### config.mk
export PLATFORM = sky130hd
export DESIGN_NAME = pbci_port
export DESIGN_NICKNAME = d
export VERILOG_FILES = /design/src/shared/pbci_pkg.sv /design/src/hdl/pbci_port.sv /design/src/hdl/pbci_chg_det.sv
export SDC_FILE = /design/constraint.sdc
export NUM_CORES = 1
export LEC_CHECK = 0
export ABC_AREA = 1
export BUFFER_PORTS_ARGS = -buffer_cell sky130_fd_sc_hd__buf_2
export CAP_MARGIN = 0
export CORE_MARGIN = 2
export CORE_UTILIZATION = 59
export DETAILED_ROUTE_END_ITERATION = 8
export GPL_ROUTABILITY_DRIVEN = 0
export PLACE_DENSITY = 0.93
export RECOVER_POWER = 50
export SETUP_SLACK_MARGIN = 0.15
export SYNTH_ARGS = -nofsm -noshare
export SYNTH_HDL_FRONTEND = slang
export SYNTH_SLANG_ARGS = --single-unit
### constraint.sdc
create_clock -name ref_clk_i -period 3.3 [get_ports ref_clk_i]
set_clock_uncertainty 0.15 [all_clocks]
set_input_delay 0.66 -clock ref_clk_i [delete_from_list [all_inputs] [get_ports ref_clk_i]]
set_output_delay 0.66 -clock ref_clk_i [all_outputs]
set_load 0.1 [all_outputs]
### src/shared/pbci_pkg.sv
package pbci_pkg;

    localparam int unsigned PORT_W = 8;
    localparam int unsigned REG_AW = 4;

    // Register indices on the plain register port
    localparam logic [REG_AW-1:0] ADDR_PORT_DATA = 4'h0;
    localparam logic [REG_AW-1:0] ADDR_PORT_DIR  = 4'h1;
    localparam logic [REG_AW-1:0] ADDR_OPTION    = 4'h2;
    localparam logic [REG_AW-1:0] ADDR_INT_CTRL  = 4'h3;
    localparam logic [REG_AW-1:0] ADDR_INT_STAT  = 4'h4;
    localparam logic [REG_AW-1:0] ADDR_INT_MASK  = 4'h5;

    // Field positions
    localparam int unsigned OPT_PULLUP_N_BIT = 7;
    localparam int unsigned OPT_EDGE_SEL_BIT = 6;
    localparam int unsigned ICTL_GIE_BIT     = 7;
    localparam int unsigned ICTL_EXT_EN_BIT  = 4;
    localparam int unsigned ICTL_CHG_EN_BIT  = 3;
    localparam int unsigned ICTL_EXT_FLG_BIT = 1;
    localparam int unsigned ICTL_CHG_FLG_BIT = 0;
    localparam int unsigned STAT_CHG_BIT     = 0;
    localparam int unsigned STAT_EXT_BIT     = 1;
    localparam int unsigned CHG_LO           = 4;
    localparam int unsigned CHG_W            = 4;
    localparam int unsigned EXT_PIN          = 0;

    // Reset values
    localparam logic [PORT_W-1:0] RST_OPTION  = 8'hff;
    localparam logic [PORT_W-1:0] RST_DIR     = 8'hff;
    localparam logic [PORT_W-1:0] RST_LATCH   = 8'h00;
    localparam logic [PORT_W-1:0] RST_ICTL    = 8'h00;
    localparam logic [PORT_W-1:0] RST_STAT    = 8'h00;
    localparam logic [PORT_W-1:0] RST_MASK    = 8'h00;
    localparam logic [PORT_W-1:0] ZERO_BYTE   = 8'h00;
    localparam logic [CHG_W-1:0]  RST_REF     = 4'h0;

    typedef struct packed {
        logic [PORT_W-1:0] out;
        logic [PORT_W-1:0] oe;
        logic [PORT_W-1:0] pull_en;
    } pbci_pins_t;

    typedef enum logic {
        PBCI_EDGE_FALL,
        PBCI_EDGE_RISE
    } pbci_edge_t;

endpackage : pbci_pkg

### src/hdl/pbci_port.sv
// Notes on behaviour
// - Eight bidirectional pins, each with direction bit and output latch bit.
// - Direction bit one makes the pin an input, driver off.
// - Direction bit zero drives the pin from its output latch.
// - Clearing option bit 7 turns on weak pull-ups of all pins.
// - Pull-up is forced off on any pin set as output.
// - Pull-ups are disabled after power-on reset.
// - Only upper four input pins take part in change detection.
// - Each such pin compares against value latched at last port read or write.
// - Mismatches ORed together set change flag at control bit 0.
// - Flag keeps being set while mismatch remains; clears do not stick.
// - Port read or write ends mismatch; software then clears the flag.
// - Port change event can wake the device from sleep.
// - Flags set regardless of individual or global enable bits.
// - Lowest pin is external interrupt; edge chosen by option bit 6.
//
// The address-and-strobe port and the register offsets were decided locally.
module pbci_port
    import pbci_pkg::*;
(
    input  wire logic              ref_clk_i,
    input  wire logic              rstn_i,
    input  wire logic [REG_AW-1:0] addr_i,
    input  wire logic [PORT_W-1:0] wdata_i,
    input  wire logic              wr_i,
    input  wire logic              rd_i,
    output logic [PORT_W-1:0]      rdata_o,
    input  wire logic [PORT_W-1:0] pin_i,
    output logic [PORT_W-1:0]      pin_o,
    output logic [PORT_W-1:0]      pin_oe_o,
    output logic [PORT_W-1:0]      pullup_en_o,
    output logic                   cpu_int_o,
    output logic                   wake_o,
    output logic                   irq_o
);

    logic [PORT_W-1:0] port_b_data_q;
    logic [PORT_W-1:0] port_b_direction_q;
    logic [PORT_W-1:0] option_control_q;
    logic [PORT_W-1:0] int_control_q;
    logic [PORT_W-1:0] int_control_d;
    logic [PORT_W-1:0] int_stat_q;
    logic [PORT_W-1:0] int_stat_d;
    logic [PORT_W-1:0] int_mask_q;
    logic [PORT_W-1:0] rdata_d;
    logic              ext_pin_q;
    pbci_pins_t        pins;

    // Address decode
    wire sel_data = (addr_i == ADDR_PORT_DATA);
    wire sel_dir  = (addr_i == ADDR_PORT_DIR);
    wire sel_opt  = (addr_i == ADDR_OPTION);
    wire sel_ictl = (addr_i == ADDR_INT_CTRL);
    wire sel_stat = (addr_i == ADDR_INT_STAT);
    wire sel_mask = (addr_i == ADDR_INT_MASK);

    wire port_touch = (rd_i | wr_i) & sel_data;

    // Pin drive and pull-ups
    assign pins.oe      = ~port_b_direction_q;
    assign pins.out     = port_b_data_q & pins.oe;
    assign pins.pull_en = {PORT_W{~option_control_q[OPT_PULLUP_N_BIT]}} & port_b_direction_q;
    assign pin_o        = pins.out;
    assign pin_oe_o     = pins.oe;
    assign pullup_en_o  = pins.pull_en;

    // Change detection on the upper four pins
    logic chg_mismatch;

    pbci_chg_det u_chg (
        .ref_clk_i  (ref_clk_i),
        .rstn_i     (rstn_i),
        .pin_i      (pin_i[CHG_LO +: CHG_W]),
        .is_input_i (port_b_direction_q[CHG_LO +: CHG_W]),
        .capture_i  (port_touch),
        .mismatch_o (chg_mismatch)
    );

    // External interrupt edge on the lowest pin
    wire        ext_now  = pin_i[EXT_PIN];
    pbci_edge_t edge_sel;
    assign edge_sel = pbci_edge_t'(option_control_q[OPT_EDGE_SEL_BIT]);
    wire ext_rise = ext_now & ~ext_pin_q;
    wire ext_fall = ~ext_now & ext_pin_q;
    wire ext_evt  = (edge_sel == PBCI_EDGE_RISE) ? ext_rise : ext_fall;

    // Control register: set wins over a software clear
    always_comb begin
        int_control_d = int_control_q;
        if (wr_i && sel_ictl) begin
            int_control_d = wdata_i;
        end
        if (chg_mismatch) begin
            int_control_d[ICTL_CHG_FLG_BIT] = 1'b1;
        end
        if (ext_evt) begin
            int_control_d[ICTL_EXT_FLG_BIT] = 1'b1;
        end
    end

    // Sticky status, write one to clear, set wins
    always_comb begin
        int_stat_d = int_stat_q;
        if (wr_i && sel_stat) begin
            int_stat_d = int_stat_q & ~wdata_i;
        end
        if (chg_mismatch) begin
            int_stat_d[STAT_CHG_BIT] = 1'b1;
        end
        if (ext_evt) begin
            int_stat_d[STAT_EXT_BIT] = 1'b1;
        end
    end

    // Read mux; port data reads pins on inputs, latch on outputs
    wire [PORT_W-1:0] port_view = (pin_i & port_b_direction_q) | (port_b_data_q & ~port_b_direction_q);
    assign rdata_d = !rd_i    ? ZERO_BYTE :
                     sel_data ? port_view :
                     sel_dir  ? port_b_direction_q :
                     sel_opt  ? option_control_q :
                     sel_ictl ? int_control_q :
                     sel_stat ? int_stat_q :
                     sel_mask ? int_mask_q : ZERO_BYTE;

    always_ff @(posedge ref_clk_i) begin
        if (!rstn_i) begin
            port_b_data_q      <= RST_LATCH;
            port_b_direction_q <= RST_DIR;
            option_control_q   <= RST_OPTION;
            int_control_q      <= RST_ICTL;
            int_stat_q         <= RST_STAT;
            int_mask_q         <= RST_MASK;
            ext_pin_q          <= 1'b0;
            rdata_o            <= ZERO_BYTE;
        end else begin
            if (wr_i && sel_data) port_b_data_q <= wdata_i;
            if (wr_i && sel_dir)  port_b_direction_q <= wdata_i;
            if (wr_i && sel_opt)  option_control_q <= wdata_i;
            if (wr_i && sel_mask) int_mask_q <= wdata_i;
            int_control_q <= int_control_d;
            int_stat_q    <= int_stat_d;
            ext_pin_q     <= ext_now;
            rdata_o       <= rdata_d;
        end
    end

    // Wake needs only the individual enable, not the global one
    wire chg_pend = int_control_q[ICTL_CHG_FLG_BIT] & int_control_q[ICTL_CHG_EN_BIT];
    wire ext_pend = int_control_q[ICTL_EXT_FLG_BIT] & int_control_q[ICTL_EXT_EN_BIT];
    assign wake_o    = chg_pend | ext_pend;
    assign cpu_int_o = wake_o & int_control_q[ICTL_GIE_BIT];
    assign irq_o     = |(int_stat_q & int_mask_q);

    flag_sets_a: assert property (@(posedge ref_clk_i) disable iff (!rstn_i)
        chg_mismatch |=> int_control_q[ICTL_CHG_FLG_BIT]) else $error("Change flag missed");
    flag_holds_a: assert property (@(posedge ref_clk_i) disable iff (!rstn_i)
        (chg_mismatch && wr_i && sel_ictl && !wdata_i[ICTL_CHG_FLG_BIT]) |=> int_control_q[ICTL_CHG_FLG_BIT])
        else $error("Clear beat mismatch");
    flag_no_enable_a: assert property (@(posedge ref_clk_i) disable iff (!rstn_i)
        (ext_evt && !int_control_q[ICTL_GIE_BIT]) |=> int_control_q[ICTL_EXT_FLG_BIT])
        else $error("Ext flag gated");
    drive_dir_a: assert property (@(posedge ref_clk_i) disable iff (!rstn_i)
        pin_oe_o == ~port_b_direction_q) else $error("Driver enable wrong");
    drive_data_a: assert property (@(posedge ref_clk_i) disable iff (!rstn_i)
        (wr_i && sel_data && port_b_direction_q == ZERO_BYTE) |=> pin_o == $past(wdata_i))
        else $error("Pin not driven from latch");
    pull_out_a: assert property (@(posedge ref_clk_i) disable iff (!rstn_i)
        (pullup_en_o & ~port_b_direction_q) == ZERO_BYTE) else $error("Pull-up on output");
    pull_global_a: assert property (@(posedge ref_clk_i) disable iff (!rstn_i)
        option_control_q[OPT_PULLUP_N_BIT] |-> pullup_en_o == ZERO_BYTE) else $error("Pull-up not off");
    pull_reset_a: assert property (@(posedge ref_clk_i)
        !rstn_i |=> pullup_en_o == ZERO_BYTE) else $error("Pull-up on after reset");
    ext_edge_a: assert property (@(posedge ref_clk_i) disable iff (!rstn_i)
        (option_control_q[OPT_EDGE_SEL_BIT] && $rose(pin_i[EXT_PIN])) |=> int_control_q[ICTL_EXT_FLG_BIT])
        else $error("Rising edge missed");
    touch_ends_a: assert property (@(posedge ref_clk_i) disable iff (!rstn_i)
        (rd_i && sel_data && port_b_direction_q[CHG_LO +: CHG_W] == 4'hf) ##1 $stable(pin_i) |-> !chg_mismatch)
        else $error("Read did not end mismatch");
    read_data_a: assert property (@(posedge ref_clk_i) disable iff (!rstn_i)
        (rd_i && sel_data && port_b_direction_q == RST_DIR) |=> rdata_o == $past(pin_i))
        else $error("Read wrong pins");
    wake_a: assert property (@(posedge ref_clk_i) disable iff (!rstn_i)
        (int_control_q[ICTL_CHG_FLG_BIT] && int_control_q[ICTL_CHG_EN_BIT]) |-> wake_o)
        else $error("No wake");
    wake_ext_a: assert property (@(posedge ref_clk_i) disable iff (!rstn_i)
        (int_control_q[ICTL_EXT_FLG_BIT] && int_control_q[ICTL_EXT_EN_BIT]) |-> wake_o)
        else $error("No wake on ext");
    wake_idle_a: assert property (@(posedge ref_clk_i) disable iff (!rstn_i)
        (!int_control_q[ICTL_CHG_FLG_BIT] && !int_control_q[ICTL_EXT_FLG_BIT]) |-> !wake_o)
        else $error("Wake without flag");
    cpu_gie_a: assert property (@(posedge ref_clk_i) disable iff (!rstn_i)
        !int_control_q[ICTL_GIE_BIT] |-> !cpu_int_o)
        else $error("Interrupt without global enable");
    cpu_pass_a: assert property (@(posedge ref_clk_i) disable iff (!rstn_i)
        (wake_o && int_control_q[ICTL_GIE_BIT]) |-> cpu_int_o)
        else $error("Interrupt lost");

    // Status and mask: status bits mirror the flags but are cleared separately
    stat_sets_a: assert property (@(posedge ref_clk_i) disable iff (!rstn_i)
        chg_mismatch |=> int_stat_q[STAT_CHG_BIT])
        else $error("Change status missed");
    stat_ext_a: assert property (@(posedge ref_clk_i) disable iff (!rstn_i)
        ext_evt |=> int_stat_q[STAT_EXT_BIT])
        else $error("Ext status missed");
    ext_flag_a: assert property (@(posedge ref_clk_i) disable iff (!rstn_i)
        ext_evt |=> int_control_q[ICTL_EXT_FLG_BIT])
        else $error("Ext flag missed");
    stat_clear_a: assert property (@(posedge ref_clk_i) disable iff (!rstn_i)
        (wr_i && sel_stat && wdata_i[STAT_CHG_BIT] && !chg_mismatch) |=> !int_stat_q[STAT_CHG_BIT])
        else $error("Change status not cleared");
    stat_ext_clear_a: assert property (@(posedge ref_clk_i) disable iff (!rstn_i)
        (wr_i && sel_stat && wdata_i[STAT_EXT_BIT] && !ext_evt) |=> !int_stat_q[STAT_EXT_BIT])
        else $error("Ext status not cleared");
    stat_keep_a: assert property (@(posedge ref_clk_i) disable iff (!rstn_i)
        (wr_i && sel_stat && !wdata_i[STAT_CHG_BIT] && int_stat_q[STAT_CHG_BIT]) |=> int_stat_q[STAT_CHG_BIT])
        else $error("Status lost on zero write");
    irq_on_a: assert property (@(posedge ref_clk_i) disable iff (!rstn_i)
        (int_stat_q[STAT_CHG_BIT] && int_mask_q[STAT_CHG_BIT]) |-> irq_o)
        else $error("Irq missing");
    irq_off_a: assert property (@(posedge ref_clk_i) disable iff (!rstn_i)
        ((int_stat_q & int_mask_q) == ZERO_BYTE) |-> !irq_o)
        else $error("Irq without cause");

    // Flags move only on an event or a control write
    ictl_clear_a: assert property (@(posedge ref_clk_i) disable iff (!rstn_i)
        (wr_i && sel_ictl && !wdata_i[ICTL_CHG_FLG_BIT] && !chg_mismatch) |=> !int_control_q[ICTL_CHG_FLG_BIT])
        else $error("Change flag not cleared");
    chg_quiet_a: assert property (@(posedge ref_clk_i) disable iff (!rstn_i)
        (!chg_mismatch && !(wr_i && sel_ictl)) |=> $stable(int_control_q[ICTL_CHG_FLG_BIT]))
        else $error("Change flag moved");
    ext_quiet_a: assert property (@(posedge ref_clk_i) disable iff (!rstn_i)
        (!ext_evt && !(wr_i && sel_ictl)) |=> $stable(int_control_q[ICTL_EXT_FLG_BIT]))
        else $error("Ext flag moved");
    ext_fall_a: assert property (@(posedge ref_clk_i) disable iff (!rstn_i)
        (!option_control_q[OPT_EDGE_SEL_BIT] && $fell(pin_i[EXT_PIN])) |=> int_control_q[ICTL_EXT_FLG_BIT])
        else $error("Falling edge missed");
    ictl_write_a: assert property (@(posedge ref_clk_i) disable iff (!rstn_i)
        (wr_i && sel_ictl) |=> int_control_q[ICTL_GIE_BIT] == $past(wdata_i[ICTL_GIE_BIT]))
        else $error("Global enable not written");

    // Change detection scope
    chg_outputs_a: assert property (@(posedge ref_clk_i) disable iff (!rstn_i)
        (~|port_b_direction_q[CHG_LO +: CHG_W]) |-> !chg_mismatch)
        else $error("Output pin compared");
    touch_write_a: assert property (@(posedge ref_clk_i) disable iff (!rstn_i)
        (wr_i && sel_data && port_b_direction_q[CHG_LO +: CHG_W] == 4'hf) ##1 $stable(pin_i) |-> !chg_mismatch)
        else $error("Write did not end mismatch");

    // Values forced by reset
    oe_reset_a: assert property (@(posedge ref_clk_i)
        !rstn_i |=> pin_oe_o == ZERO_BYTE) else $error("Driver on after reset");
    out_reset_a: assert property (@(posedge ref_clk_i)
        !rstn_i |=> pin_o == ZERO_BYTE) else $error("Pin out after reset");
    ictl_reset_a: assert property (@(posedge ref_clk_i)
        !rstn_i |=> int_control_q == RST_ICTL) else $error("Control not reset");
    stat_reset_a: assert property (@(posedge ref_clk_i)
        !rstn_i |=> (int_stat_q == RST_STAT && int_mask_q == RST_MASK)) else $error("Status not reset");
    rdata_reset_a: assert property (@(posedge ref_clk_i)
        !rstn_i |=> rdata_o == ZERO_BYTE) else $error("Read data not reset");

    // Register port: read data stand one cycle only
    rdata_idle_a: assert property (@(posedge ref_clk_i) disable iff (!rstn_i)
        !rd_i |=> rdata_o == ZERO_BYTE) else $error("Read data stuck");
    read_dir_a: assert property (@(posedge ref_clk_i) disable iff (!rstn_i)
        (rd_i && sel_dir) |=> rdata_o == $past(port_b_direction_q)) else $error("Direction read wrong");
    read_opt_a: assert property (@(posedge ref_clk_i) disable iff (!rstn_i)
        (rd_i && sel_opt) |=> rdata_o == $past(option_control_q)) else $error("Option read wrong");
    read_ictl_a: assert property (@(posedge ref_clk_i) disable iff (!rstn_i)
        (rd_i && sel_ictl) |=> rdata_o == $past(int_control_q)) else $error("Control read wrong");
    read_stat_a: assert property (@(posedge ref_clk_i) disable iff (!rstn_i)
        (rd_i && sel_stat) |=> rdata_o == $past(int_stat_q)) else $error("Status read wrong");
    read_mask_a: assert property (@(posedge ref_clk_i) disable iff (!rstn_i)
        (rd_i && sel_mask) |=> rdata_o == $past(int_mask_q)) else $error("Mask read wrong");
    read_unmapped_a: assert property (@(posedge ref_clk_i) disable iff (!rstn_i)
        (rd_i && addr_i > ADDR_INT_MASK) |=> rdata_o == ZERO_BYTE) else $error("Unmapped read not zero");
    read_latch_a: assert property (@(posedge ref_clk_i) disable iff (!rstn_i)
        (rd_i && sel_data) |=> (rdata_o & ~$past(port_b_direction_q)) == $past(port_b_data_q & ~port_b_direction_q))
        else $error("Output pins read wrong");

    // Register writes land and nothing else moves them
    write_latch_a: assert property (@(posedge ref_clk_i) disable iff (!rstn_i)
        (wr_i && sel_data) |=> port_b_data_q == $past(wdata_i)) else $error("Latch not written");
    write_dir_a: assert property (@(posedge ref_clk_i) disable iff (!rstn_i)
        (wr_i && sel_dir) |=> port_b_direction_q == $past(wdata_i)) else $error("Direction not written");
    write_opt_a: assert property (@(posedge ref_clk_i) disable iff (!rstn_i)
        (wr_i && sel_opt) |=> option_control_q == $past(wdata_i)) else $error("Option not written");
    write_mask_a: assert property (@(posedge ref_clk_i) disable iff (!rstn_i)
        (wr_i && sel_mask) |=> int_mask_q == $past(wdata_i)) else $error("Mask not written");
    dir_hold_a: assert property (@(posedge ref_clk_i) disable iff (!rstn_i)
        !(wr_i && sel_dir) |=> $stable(port_b_direction_q)) else $error("Direction moved");
    opt_hold_a: assert property (@(posedge ref_clk_i) disable iff (!rstn_i)
        !(wr_i && sel_opt) |=> $stable(option_control_q)) else $error("Option moved");
    latch_hold_a: assert property (@(posedge ref_clk_i) disable iff (!rstn_i)
        !(wr_i && sel_data) |=> $stable(port_b_data_q)) else $error("Latch moved");

    // Pin side; a driven input pin would fight the keypad
    out_off_a: assert property (@(posedge ref_clk_i) disable iff (!rstn_i)
        (pin_o & port_b_direction_q) == ZERO_BYTE) else $error("Input pin driven");
    pull_input_a: assert property (@(posedge ref_clk_i) disable iff (!rstn_i)
        !option_control_q[OPT_PULLUP_N_BIT] |-> pullup_en_o == port_b_direction_q)
        else $error("Pull-up missing on input");

endmodule : pbci_port

### src/hdl/pbci_chg_det.sv
module pbci_chg_det
    import pbci_pkg::*;
(
    input  wire logic              ref_clk_i,
    input  wire logic              rstn_i,
    input  wire logic [CHG_W-1:0]  pin_i,
    input  wire logic [CHG_W-1:0]  is_input_i,
    input  wire logic              capture_i,
    output logic                   mismatch_o
);

    logic [CHG_W-1:0] ref_q;
    logic [CHG_W-1:0] miss;

    // Per-pin compare against last captured value
    genvar g;
    generate
        for (g = 0; g < CHG_W; g++) begin : g_cmp
            assign miss[g] = is_input_i[g] & (pin_i[g] ^ ref_q[g]);
        end
    endgenerate

    // Captured pins equal reference next cycle, ending the mismatch
    assign mismatch_o = |miss;

    always_ff @(posedge ref_clk_i) begin
        if (!rstn_i) begin
            ref_q <= RST_REF;
        end else if (capture_i) begin
            ref_q <= pin_i;
        end
    end

    ref_follows_a: assert property (@(posedge ref_clk_i) disable iff (!rstn_i)
        capture_i |=> ref_q == $past(pin_i)) else $error("Reference not captured");

endmodule : pbci_chg_det

==> impl_metrics.csv <==
group,metric,value,unit
cells_and_area,seqCellArea,1220,µm²
power_and_ir_drop,power.density,463,nW/µm²
setup_path,reg2reg_to,"rdata_o[7]",
setup_path,path_class,"in2reg",
sta,relSlewSlack,0.0936,
grt,grt_usage,0.300,
setup_path,path_max_fanout,33,
setup_path,worst_setup_path_start_kind,"primary input",
sta,rsz0062_at_grt,"false",
floorplanning,coreArea,4750,µm²
yosys,synth_warnings,0,
floorplanning,start_util,0.618,
sta,final-setup-viol-count,0,
cells_and_area,multi_input_comb_area,1360,µm²
hold_path,worstHoldStart,"port_b_data_q[6]",
setup_path,rrSetupSlack,2.03,ns
yosys,syn_inst,404,
setup_path,crit_start,"rstn_i",
job,maxCapViolCount,0,
sta,hold_viol_final,0,
floorplanning,die-area,5560,µm²
grt,antenna_found_initial,0,
cells_and_area,fill_cells,371,
cells_and_area,area_growth,14.9,%
sta,fmax,0.390,GHz
floorplanning,die_h,74.6,µm
setup_path,r2r_cells,4,
clock_tree,cts_tree,"built",
sta,min_period,2.57,ns
sta,period_share,0.777,
hold_path,hold_class,"reg2reg",
drt,viasPerCell,5.67,
grt,grt_pass1_wl,12500,µm
sta,tns,0,ns
sta,tightest_slew,1.36,ns
clock_tree,cts_max_path_buffers,2,
yosys,synthTopCellsByArea,"dfxtp_1 (42%), nand3_1 (8.0%), nand2_1 (7.9%)",
floorplanning,ios,59,
hold_path,min_path_cells,2,
grt,grt_max_degree,34,
drt,antenna_left,0,
clock_tree,root_buffer,"clkbuf_8",
placed_design,dpl.hpwl,5590,µm
clock_tree,ctsHoldBuffers,0,
power_and_ir_drop,irDropWorstVdd,0.000293,V
placed_design,pre_cts_slack,1.05,ns
drt,drt-pass1-iter-count,7,
yosys,postSynthAreaPerCell,7.27,µm²
setup_path,end_kind,"register",
clock_tree,insertion_delay,0.34,ns
cells_and_area,drive_above_1_share,0.190,
sta,finalMaxSlewViolations,0,
yosys,synth_top_area_share,0.415,
floorplanning,die_w,74.6,µm
yosys,ys_ff_latch,61,
placed_design,numPortBuffers,58,
grt,grt_pass1_vias,2600,
yosys,synth_top_cell_by_area,"dfxtp_1",
hold_path,whs_endpoint,"port_b_data_q[6]",
yosys,syn_area,2940,µm²
floorplanning,rows,25,
cells_and_area,finalNonFillerCells,530,
drt,drt_iter0_markers,377,
status,status,"finished clean",
cells_and_area,final_net_count,482,
power_and_ir_drop,total_power,1.56,mW
clock_tree,clk_pin_slew,0.06,ns
clock_tree,ctsResizeCount,0,
clock_tree,cts_buffers,9,
sta,setup_slack,0.735,ns
grt,grt.overflow.total,0,
setup_path,arrival,2.67,ns
cells_and_area,post-route-util,0.710,
setup_path,required,3.41,ns
drt,drt-total-wl,7980,µm
setup_path,r2r-start,"option_control_q[7]",
yosys,yosysSeqAreaShare,0.415,
clock_tree,clkSinkCount,61,
cells_and_area,diodes,0,
clock_tree,cts_max_level,3,
power_and_ir_drop,p_leak,1.57,nW
placed_design,placed_cells,514,
yosys,synth_cell_types,31,
yosys,syn_nets,428,
clock_tree,post-cts-setup-buffer-count,0,
drt,num_vias,3003,
drt,wl_per_cell,15.1,µm
drt,drcViolationCount,0,
==> state kept, by name, summed over array words and instances, names as in the netlist <==
register / count
port_b_direction_q: 8
port_b_data_q: 8
rdata_o: 8
int_mask_q: 8
int_stat_q: 8
ext_pin_q: 1
int_control_q: 8
u_chg.ref_q: 4
option_control_q: 8
==> metal layers <==
layer	global-route usage	part of all wire
met5	0	0
met4	0.155	0.039
met3	0.0528	0.10
met2	0.463	0.46
met1	0.403	0.39
==> area by class of cell <==
cell class                 count  area share
clock inverter                 4     0.00667
multi-input combinational    263       0.403
inverter                      63      0.0726
timing repair buffer          60      0.0856
clock buffer                  12      0.0459
sequential                    61       0.362
tap                           67      0.0248
==> synth_stat cells, drive strengths merged <==
master and count:
o211ai 13, nand3b 1, dfxtp 61, buf 12, a22o 3, clkinv 1
o21bai 5, and3 1, inv 62, o21ai 38, nand2 67, clkbuf 5
nor2 39, a31oi 8, nand3 49, a21oi 38, o22ai 1
==> power breakdown <==
group | leakage (nW) | internal (mW) | total (mW) | switching [mW]
Combinational | 0.986 | 0.0460 | 0.201 | 0.155
Clock | 0.0921 | 0.309 | 0.595 | 0.285
Sequential | 0.496 | 0.755 | 0.769 | 0.0136
==> logic make-up after synthesis <==
logic type	count (synthesis)	share of synthesized area
buf+inv	80	0.124
simple gates	157	0.252
flops	61	0.415
compound gates	106	0.209
==> per-stage QoR <==
stage                     hold WS (ns)  instance area (µm²)
after floorplan                  0.280                 2950
after global placement           0.293                 3220
after detailed placement         0.303                 3220
after CTS                        0.313                 3400
after global routing             0.328                 3380
final                            0.318                 3380
==> cells in the final DEF (no fill, tap or decap), drive strengths merged <==
| master | instances |
|---|---|
| a31oi | 8 |
| inv | 62 |
| o22ai | 1 |
| a21oi | 38 |
| clkinv | 4 |
| nor2 | 39 |
| and3 | 1 |
| nand3b | 1 |
| o21bai | 5 |
| dfxtp | 61 |
| buf | 49 |
| o211ai | 13 |
| nand3 | 49 |
| nand2 | 67 |
| clkinvlp | 1 |
| clkbuf | 23 |
| o21ai | 38 |
| a22o | 3 |
==> critical path, stage by stage <==
cell and delay [ns]:
clkbuf_1 0.97, clkbuf_1 0.69, o21ai_0 0.18, a21oi_1 0.17
==> worst max path at each step <==
stage,slack [ns],endpoint
after global routing,0.55,int_mask_q[2]
after CTS,0.96,cpu_int_o
after detailed placement,1.05,port_b_data_q[7]
final,0.73,int_mask_q[5]
after floorplan,0.26,cpu_int_o
after global placement,1.12,port_b_data_q[7]
Power figures use the tool's default switching activity.
